===== src/core/irq_map_pkg.sv =====
// Constants and types for the bridge interrupt mapper
// Summary of operation
// - Legacy interrupts on the express side travel only as message packets.
// - On the PCI side either the four pins or MSI is used, and MSI disables the pins.
// - MSI writes carry a full 64-bit address.
// - In reverse mode received messages drive pins; with MSI enabled, only an assert that raises a line makes an MSI write.
// - In forward mode pin activity or PCI-side MSI becomes upstream messages.
// - Exactly eight message types exist: assert and deassert for lines A to D.
// - In forward mode with MSI off the four PCI pins are watched; each line whose level differs from the reported one is translated.
// - Reverse mapping is one-to-one: line A to pin A through line D to pin D.
// - Forward mapping is one-to-one: pin A to line A through pin D to line D.
package irq_map_pkg;
  localparam int NUM_LINES = 4;
  localparam int LINE_W = 2;
  localparam int MSI_ADDR_W = 64;
  localparam int MSI_DATA_W = 32;
  // Message type code: bit 2 set for assert, low bits pick the line
  localparam int MSG_W = 3;
  localparam int MSG_ASSERT_BIT = 2;
  localparam logic [MSG_W-1:0] MSG_IDLE = 3'h0;
  localparam logic [NUM_LINES-1:0] LINES_RESET = 4'h0;
  localparam logic [LINE_W-1:0] LINE_ZERO = 2'h0;
  localparam logic [MSI_ADDR_W-1:0] ADDR_ZERO = 64'h0000_0000_0000_0000;
  localparam logic [MSI_DATA_W-1:0] DATA_ZERO = 32'h0000_0000;
  typedef enum logic [1:0] {
    ST_IDLE = 2'b01,
    ST_SEND = 2'b10
  } tx_state_e;
endpackage


===== src/core/bridge_interrupt_mapper.sv =====
// Legacy interrupt translation between express messages and PCI pins/MSI
`timescale 1ns/1ps
module bridge_interrupt_mapper
  import irq_map_pkg::*;
(
  input wire logic core_clk, // 40 MHz clock
  input wire logic rst_n, // Async reset, active low
  input wire logic reverse_mode, // 1 reverse bridge, 0 forward
  input wire logic msi_enable, // MSI enable config bit
  input wire logic [MSI_ADDR_W-1:0] msi_addr, // MSI target address
  input wire logic [MSI_DATA_W-1:0] msi_data, // MSI payload
  input wire logic rx_msg_valid, // Received message strobe
  input wire logic [MSG_W-1:0] rx_msg_type, // Received assert/deassert code
  input wire logic [NUM_LINES-1:0] pci_int_n_in, // PCI INTA..D pin levels
  input wire logic pci_msi_valid, // MSI write seen on PCI side
  input wire logic [LINE_W-1:0] pci_msi_line, // Line that PCI MSI maps to
  input wire logic tx_msg_ready, // Upstream accepts a message
  input wire logic msi_wr_ready, // Host side accepts MSI write
  output logic [NUM_LINES-1:0] pci_int_n_out, // Pin drive value (low)
  output logic [NUM_LINES-1:0] pci_int_oe_n, // Pin enable, low drives
  output logic tx_msg_valid, // Outgoing message strobe
  output logic [MSG_W-1:0] tx_msg_type, // Outgoing message code
  output logic msi_wr_valid, // MSI write request
  output logic [MSI_ADDR_W-1:0] msi_wr_addr, // MSI write address
  output logic [MSI_DATA_W-1:0] msi_wr_data // MSI write data
);
  logic [NUM_LINES-1:0] rev_state_r; // Virtual line levels, reverse
  logic [NUM_LINES-1:0] fwd_state_r; // Reported levels, forward
  logic [NUM_LINES-1:0] msi_pend_r;
  logic [NUM_LINES-1:0] pins_asserted;
  logic [NUM_LINES-1:0] fwd_diff;
  logic [LINE_W-1:0] fwd_pick;
  logic [LINE_W-1:0] msi_pick;
  logic [NUM_LINES-1:0] rx_set;
  logic [NUM_LINES-1:0] rx_clr;
  logic [NUM_LINES-1:0] msi_take;
  logic [NUM_LINES-1:0] fwd_take;
  logic pci_msi_fwd;
  logic pin_launch;
  logic tx_start;
  logic msi_launch;
  logic [LINE_W-1:0] msi_line_r; // Line of the write in flight
  logic tx_msi_r; // Message in flight came from PCI-side MSI
  tx_state_e tx_state_r;

  // Decode the eight message codes to per-line set/clear
  genvar g;
  generate
    for (g = 0; g < NUM_LINES; g++) begin : g_line
      assign rx_set[g] = reverse_mode && rx_msg_valid
          && rx_msg_type[LINE_W-1:0] == LINE_W'(g)
          && rx_msg_type[MSG_ASSERT_BIT];
      assign rx_clr[g] = reverse_mode && rx_msg_valid
          && rx_msg_type[LINE_W-1:0] == LINE_W'(g)
          && !rx_msg_type[MSG_ASSERT_BIT];
      assign pins_asserted[g] = !pci_int_n_in[g];
      assign msi_take[g] = msi_wr_valid && msi_wr_ready
          && msi_line_r == LINE_W'(g);
      assign fwd_take[g] = tx_state_r == ST_SEND && tx_msg_ready
          && !tx_msi_r && tx_msg_type[LINE_W-1:0] == LINE_W'(g);
    end
  endgenerate

  assign fwd_diff = pins_asserted ^ fwd_state_r;
  assign pci_msi_fwd = !reverse_mode && msi_enable && pci_msi_valid;
  assign pin_launch = !reverse_mode && !msi_enable && |fwd_diff;
  assign tx_start = tx_state_r == ST_IDLE && (pci_msi_fwd || pin_launch);
  assign msi_launch = !msi_wr_valid && |msi_pend_r
      && reverse_mode && msi_enable;

  // Lowest changed line first; fixed priority keeps pick deterministic
  always_comb begin
    fwd_pick = LINE_ZERO;
    msi_pick = LINE_ZERO;
    for (int i = NUM_LINES - 1; i >= 0; i--) begin
      if (fwd_diff[i]) begin
        fwd_pick = i[LINE_W-1:0];
      end
      if (msi_pend_r[i]) begin
        msi_pick = i[LINE_W-1:0];
      end
    end
  end

  // Reverse: virtual line level held until its deassert message
  always_ff @(posedge core_clk or negedge rst_n) begin
    if (!rst_n) begin
      rev_state_r <= LINES_RESET;
    end else if (!reverse_mode) begin
      rev_state_r <= LINES_RESET;
    end else begin
      rev_state_r <= (rev_state_r & ~rx_clr) | rx_set;
    end
  end

  // Open-drain model: the value is always low, the enable decides
  always_ff @(posedge core_clk or negedge rst_n) begin
    if (!rst_n) begin
      pci_int_n_out <= LINES_RESET;
    end else begin
      pci_int_n_out <= LINES_RESET;
    end
  end

  // Pins drive only when MSI is off; low enable pulls the pin low
  always_ff @(posedge core_clk or negedge rst_n) begin
    if (!rst_n) begin
      pci_int_oe_n <= ~LINES_RESET;
    end else if (reverse_mode && !msi_enable) begin
      pci_int_oe_n <= ~rev_state_r;
    end else begin
      pci_int_oe_n <= ~LINES_RESET;
    end
  end

  // One MSI write per rising line; new rise wins over a same-cycle take
  always_ff @(posedge core_clk or negedge rst_n) begin
    if (!rst_n) begin
      msi_pend_r <= LINES_RESET;
    end else if (!(reverse_mode && msi_enable)) begin
      msi_pend_r <= LINES_RESET;
    end else begin
      msi_pend_r <= (msi_pend_r & ~msi_take)
          | (rx_set & ~rev_state_r);
    end
  end

  // Write request stands until the host side takes it
  always_ff @(posedge core_clk or negedge rst_n) begin
    if (!rst_n) begin
      msi_wr_valid <= 1'b0;
    end else if (msi_wr_valid) begin
      if (msi_wr_ready) begin
        msi_wr_valid <= 1'b0;
      end
    end else if (msi_launch) begin
      msi_wr_valid <= 1'b1;
    end
  end

  // Line of the write in flight; a lower line rising meanwhile must
  // not steal the take, or this line would be written twice
  always_ff @(posedge core_clk or negedge rst_n) begin
    if (!rst_n) begin
      msi_line_r <= LINE_ZERO;
    end else if (msi_launch) begin
      msi_line_r <= msi_pick;
    end
  end

  // Address and data captured at launch, held while the request stands
  always_ff @(posedge core_clk or negedge rst_n) begin
    if (!rst_n) begin
      msi_wr_addr <= ADDR_ZERO;
      msi_wr_data <= DATA_ZERO;
    end else if (msi_launch) begin
      msi_wr_addr <= msi_addr;
      msi_wr_data <= msi_data;
    end
  end

  // Forward: reported state follows what was actually sent upstream
  always_ff @(posedge core_clk or negedge rst_n) begin
    if (!rst_n) begin
      fwd_state_r <= LINES_RESET;
    end else if (reverse_mode) begin
      fwd_state_r <= LINES_RESET;
    end else begin
      fwd_state_r <= fwd_state_r ^ fwd_take;
    end
  end

  // Message sender; one message in flight, held until taken
  always_ff @(posedge core_clk or negedge rst_n) begin
    if (!rst_n) begin
      tx_state_r <= ST_IDLE;
    end else begin
      unique case (tx_state_r)
        ST_IDLE: begin
          if (tx_start) begin
            tx_state_r <= ST_SEND;
          end
        end
        ST_SEND: begin
          if (tx_msg_ready) begin
            tx_state_r <= ST_IDLE;
          end
        end
        default: begin
          tx_state_r <= ST_IDLE;
        end
      endcase
    end
  end

  // Packets, not wires: the strobe marks one message at a time
  always_ff @(posedge core_clk or negedge rst_n) begin
    if (!rst_n) begin
      tx_msg_valid <= 1'b0;
    end else if (tx_start) begin
      tx_msg_valid <= 1'b1;
    end else if (tx_state_r != ST_SEND || tx_msg_ready) begin
      tx_msg_valid <= 1'b0;
    end
  end

  // Code held unchanged until the far side takes it
  always_ff @(posedge core_clk or negedge rst_n) begin
    if (!rst_n) begin
      tx_msg_type <= MSG_IDLE;
    end else if (tx_start && pci_msi_fwd) begin
      tx_msg_type <= {1'b1, pci_msi_line};
    end else if (tx_start) begin
      tx_msg_type <= {pins_asserted[fwd_pick], fwd_pick};
    end
  end

  // PCI-side MSI messages must not move the reported pin state
  always_ff @(posedge core_clk or negedge rst_n) begin
    if (!rst_n) begin
      tx_msi_r <= 1'b0;
    end else if (tx_start) begin
      tx_msi_r <= pci_msi_fwd;
    end
  end
endmodule


===== config.mk =====
export PLATFORM = sky130hd
export DESIGN_NAME = bridge_interrupt_mapper
export DESIGN_NICKNAME = d
export VERILOG_FILES = /design/src/core/irq_map_pkg.sv /design/src/core/bridge_interrupt_mapper.sv
export SDC_FILE = /design/constraint.sdc
export NUM_CORES = 1
export LEC_CHECK = 0
export ABC_AREA = 0
export CAP_MARGIN = 25
export CORE_MARGIN = 2
export CORE_UTILIZATION = 55
export DETAILED_ROUTE_END_ITERATION = 8
export DONT_BUFFER_PORTS = 1
export GPL_TIMING_DRIVEN = 1
export PLACE_DENSITY = 0.79
export REMOVE_ABC_BUFFERS = 1
export SETUP_SLACK_MARGIN = 0.2
export SLEW_MARGIN = 10
export SYNTH_ARGS = -nofsm -noshare
export SYNTH_HDL_FRONTEND = slang
export SYNTH_SLANG_ARGS = --single-unit

===== constraint.sdc =====
create_clock -name core_clk -period 1.9 [get_ports core_clk]
set_input_delay 0.285 -clock core_clk [delete_from_list [all_inputs] [get_ports core_clk]]
set_output_delay 0.285 -clock core_clk [all_outputs]
set_load 0.02 [all_outputs]

==> results_dict.tcl, run 1 <==
set metrics [dict create \
    cts-buffers-inserted 17 \
    haltStage "clock tree synthesis" \
    ctsResizeCount 4 \
    syn_area_um2 4903 \
    error "[ERROR RSZ-0060] Max buffer count reached." \
    synth-seq-cells 122 \
    yosys_warnings 0 \
    initial_core_util 0.5650 \
    ys_types 47 \
    cts_setup_buffers 2 \
    fp.dieW_um 98.42 \
    syn_area_per_cell_um2 14.59 \
    synth-edff-count 0 \
    ys_seq_area_frac 0.6239 \
    dp_hpwl_um 7170 \
    clk_path_buf_depth 2 \
    portBuffers 0 \
    io_pins 222 \
    place.gp.congestion 0.9319 \
    clock-sinks 122 \
    fp.dieH_um 98.42 \
    outcome "stopped before the end" \
    std_cell_rows 34 \
    cts_hold_buf 101 \
    dp.cells 436 \
    postSynth.asyncResetShare 1.000 \
    ys.flop_type "dfrtp_1" \
    root_buffer "clkbuf_8" \
    htree_levels 4 \
    syn_inst 336 \
]
==> through the flow <==
step / hold WS, ns / area (um2) / setup WS (ns)
2_1_floorplan: -0.01059 / 4806 / -3.101
3_3_place_gp: -0.007799 / 5010 / 0.2147
3_5_place_dp: -0.008002 / 5010 / 0.1385
==> cells by family after synthesis <==
logic type      Yosys count  synth area share
flops                   122            0.6239
buf+inv                  18           0.02373
other cells               1         0.0007648
mux                     100            0.2289
simple gates             59           0.06456
compound gates           28           0.04389
xor+xnor                  8           0.01429
==> synth_stat cells, drive strengths merged, types with 2 or more instances <==
library cell  number  area [um2]
o31ai              2       15.01
nor2              15       56.30
nor3b              2       15.01
nor4               2       12.51
o21ai              6       30.03
mux2              97        1092
nor3               3       20.02
o21a               3       22.52
nor2b              4       25.02
nand3              6       30.03
a21oi              5       25.02
inv                2       7.510
dfstp              5       131.4
xor2               7       61.31
nand2b             4       25.02
buf               14       101.4
clkbuf             2       7.510
dfrtp            117        2928
o311ai             3       33.79
nand3b             3       22.52
mux2i              3       30.03
nand2             12       47.55
nand4              2       12.51
==> run 2: changes to the inputs <==
- CORE_UTILIZATION: 55 -> 40
- PLACE_DENSITY: 0.79 -> not set
- PLACE_DENSITY_LB_ADDON: not set -> 0.15
- SETUP_SLACK_MARGIN: 0.2 -> not set
==> run 2 against run 1 <==
The flow now finishes, with violations (negative hold slack). Synthesized cell count is the same. Area after synthesis is the same.
==> results_dict.tcl, run 2 <==
set metrics [dict create \
    pwr-share-clk 0.393 \
    p_leak_uw 0.002695 \
    cpPeakStageDelay_ns 0.40 \
    hold_class "in2async" \
    layout_common_cells "dfrtp_1, mux2_2, mux2_1, dlygate4sd3_1, clkbuf_16" \
    portBuffers 0 \
    hold_viol_final 122 \
    ys_types 47 \
    antenna_cells 0 \
    syn_area_per_cell_um2 14.59 \
    fp.dieW_um 114.7 \
    drive_gt1_frac 0.3008 \
    fmax_mhz 576.0 \
    dp_hpwl_um 7070 \
    seq_power_share 0.528 \
    io_pins 222 \
    cts-buffers-inserted 17 \
    min_period_over_period 0.9137 \
    outcome "finished, violations left" \
    routedWlPerCell_um 19.13 \
    ant_nets 0 \
    multi_input_area_um2 1745 \
    combPwrFrac 0.079 \
    path_clk_slew_ns 0.06 \
    dpl_cell_area_um2 5081 \
    antenna_found_initial 0 \
    core_area_um2 12010 \
    num-nets-final 490 \
    synth_most_common_cell "dfrtp_1" \
    yosys-top-cells-area "dfrtp_1, mux2_2, mux2_1" \
    dp.cells 478 \
    cts_setup_buffers 0 \
    ys.flop_type "dfrtp_1" \
    grt_usage 0.1569 \
    grt_max_degree 123 \
    final_common_cell "dfrtp_1" \
    std_cell_rows 40 \
    top_regs "msi_wr_addr: 64 flops, msi_wr_data: 32 flops" \
    clock-sinks 122 \
    layout.area.seq_um2 3059 \
    synth-edff-count 0 \
    path_buf_inv 0 \
    period_needed_ns 1.736 \
    fin_setup_tns_ns 0 \
    path_delay_family "flip-flops" \
    whs_ns -0.4265 \
    cp.required_ns 2.19 \
    worstPathCellList "xor2_1 -> nand2_1 -> o311ai_2 -> mux2_2" \
    dieArea_um2 13160 \
    yosysTopAreaCell "dfrtp_1" \
    regMostFlops "msi_wr_addr" \
    finalSetupViolCount 0 \
    maxCapViolCount 0 \
    grt_pass1_wl_um 15680 \
    largest_reg_flops 64 \
    rsz0062_at_grt "false" \
    area_growth_pct 20.80 \
    p_int_uw 5548 \
    p_per_area_nw_per_um2 1320 \
    root_buffer "clkbuf_16" \
    htree_levels 4 \
    drt_iter0_markers 158 \
    ctsResizeCount 0 \
    final_area_um2 5923 \
    ir_drop_uv 406.5 \
    critPathMaxFanout 4 \
    synth-seq-cells 122 \
    post-route-util 0.4931 \
    overflow 0 \
    fin_skew_ns 0.006841 \
    syn_inst 336 \
    synth_top_area_frac 0.5971 \
    cp-start-kind "flip-flop" \
    drt-vias-per-instance 5.243 \
    ys_seq_area_frac 0.6239 \
    place.gp.congestion 0.7583 \
    fp.dieH_um 114.7 \
    end_kind "flip-flop" \
    drc 0 \
    worstPathArrival_ns 2.03 \
    violations "negative hold slack" \
    swShare 0.2903 \
    clk_path_buf_depth 2 \
    stdcell_count 536 \
    switchingPower_uw 2269 \
    yosys_warnings 0 \
    postSynth.asyncResetShare 1.000 \
    criticalPathCategory "reg2reg" \
    drv_slew 0 \
    synth_commonest_cells "dfrtp_1, mux2_2, mux2_1" \
    slowest_stage "dfrtp_1" \
    clock_latency_ns 0.41 \
    grt_pass1_vias 2925 \
    via_count 2810 \
    drt_first_pass_iters 4 \
    nFillCells 1036 \
    initial_core_util 0.4082 \
    syn_area_um2 4903 \
    tritoncts "built" \
    drt-total-wl_um 10250 \
]
run 2: cell counts after synthesis:
Identical to the previous run, type by type.
run 2: final cells by class:
cell class                      count  area share
Tap cell                          147     0.03105
Clock buffer                       23     0.08069
Multi-Input combinational cell    199      0.2947
Inverter                            2    0.001267
Clock inverter                      8     0.01584
Timing Repair Buffer               35     0.05999
Sequential cell                   122      0.5165
run 2: kinds of logic after synthesis:
group / share of synthesized area
muxes: 0.2289
xor gates and xnor gates: 0.01429
buffers and inverters: 0.02373
other: 0.0007648
AOI/OAI and AO/OA: 0.04389
and+or+nand+nor: 0.06456
DFF: 0.6239
run 2: power groups by stage:
stage	Combinational, uW	Clock (uW)	Sequential, uW
2_1_floorplan	492	0	4030
3_3_place_gp	547	0	4180
3_5_place_dp	581	0	4180
4_1_cts	626	3160	4130
5_1_grt	689	3310	4190
6_report	616	3070	4130
run 2: metrics by stage:
step | setup WS [ns] | power [uW]
5_1_grt | 0.06959 | 8192
2_1_floorplan | -3.101 | 4519
6_report | 0.1640 | 7816
3_5_place_dp | 0.1901 | 4757
3_3_place_gp | 0.2479 | 4727
4_1_cts | 0.1597 | 7919
run 2: per-layer routing:
layer	share of wire	up-vias	routed length [um]	global-route usage
met3	0.11	18	1179	0.08629
met4	0.019	0	192	0.06586
met2	0.50	143	5086	0.2509
met5	0	-	0	0
met1	0.37	1371	3794	0.1743
li1	-	1278	-	-
run 2: path summary, 6_finish.rpt:
kind                                start         endpoint  slack, ns  cells past startpoint
max                        fwd_state_r[2]   tx_msg_type[1]       0.16                      4
min                                 rst_n    tx_state_r[1]      -0.43                      0
max reg2reg                fwd_state_r[2]   tx_msg_type[1]       0.16                      4
min reg2reg                rev_state_r[0]  pci_int_oe_n[0]       0.44                      1
max in group asynchronous           rst_n   rev_state_r[1]       2.13                      0
min in group core_clk        msi_data[10]  msi_wr_data[10]       0.02                      1
run 2: what timing repair did:
| item | in CTS | in global routing |
|---|---|---|
| hold endpoints to repair | 152 | 124 |
| hold buffers | 25 | 2 |
| endpoints found under the setup margin | 0 | 0 |
Note: power is estimated with default switching activity, not from simulation.
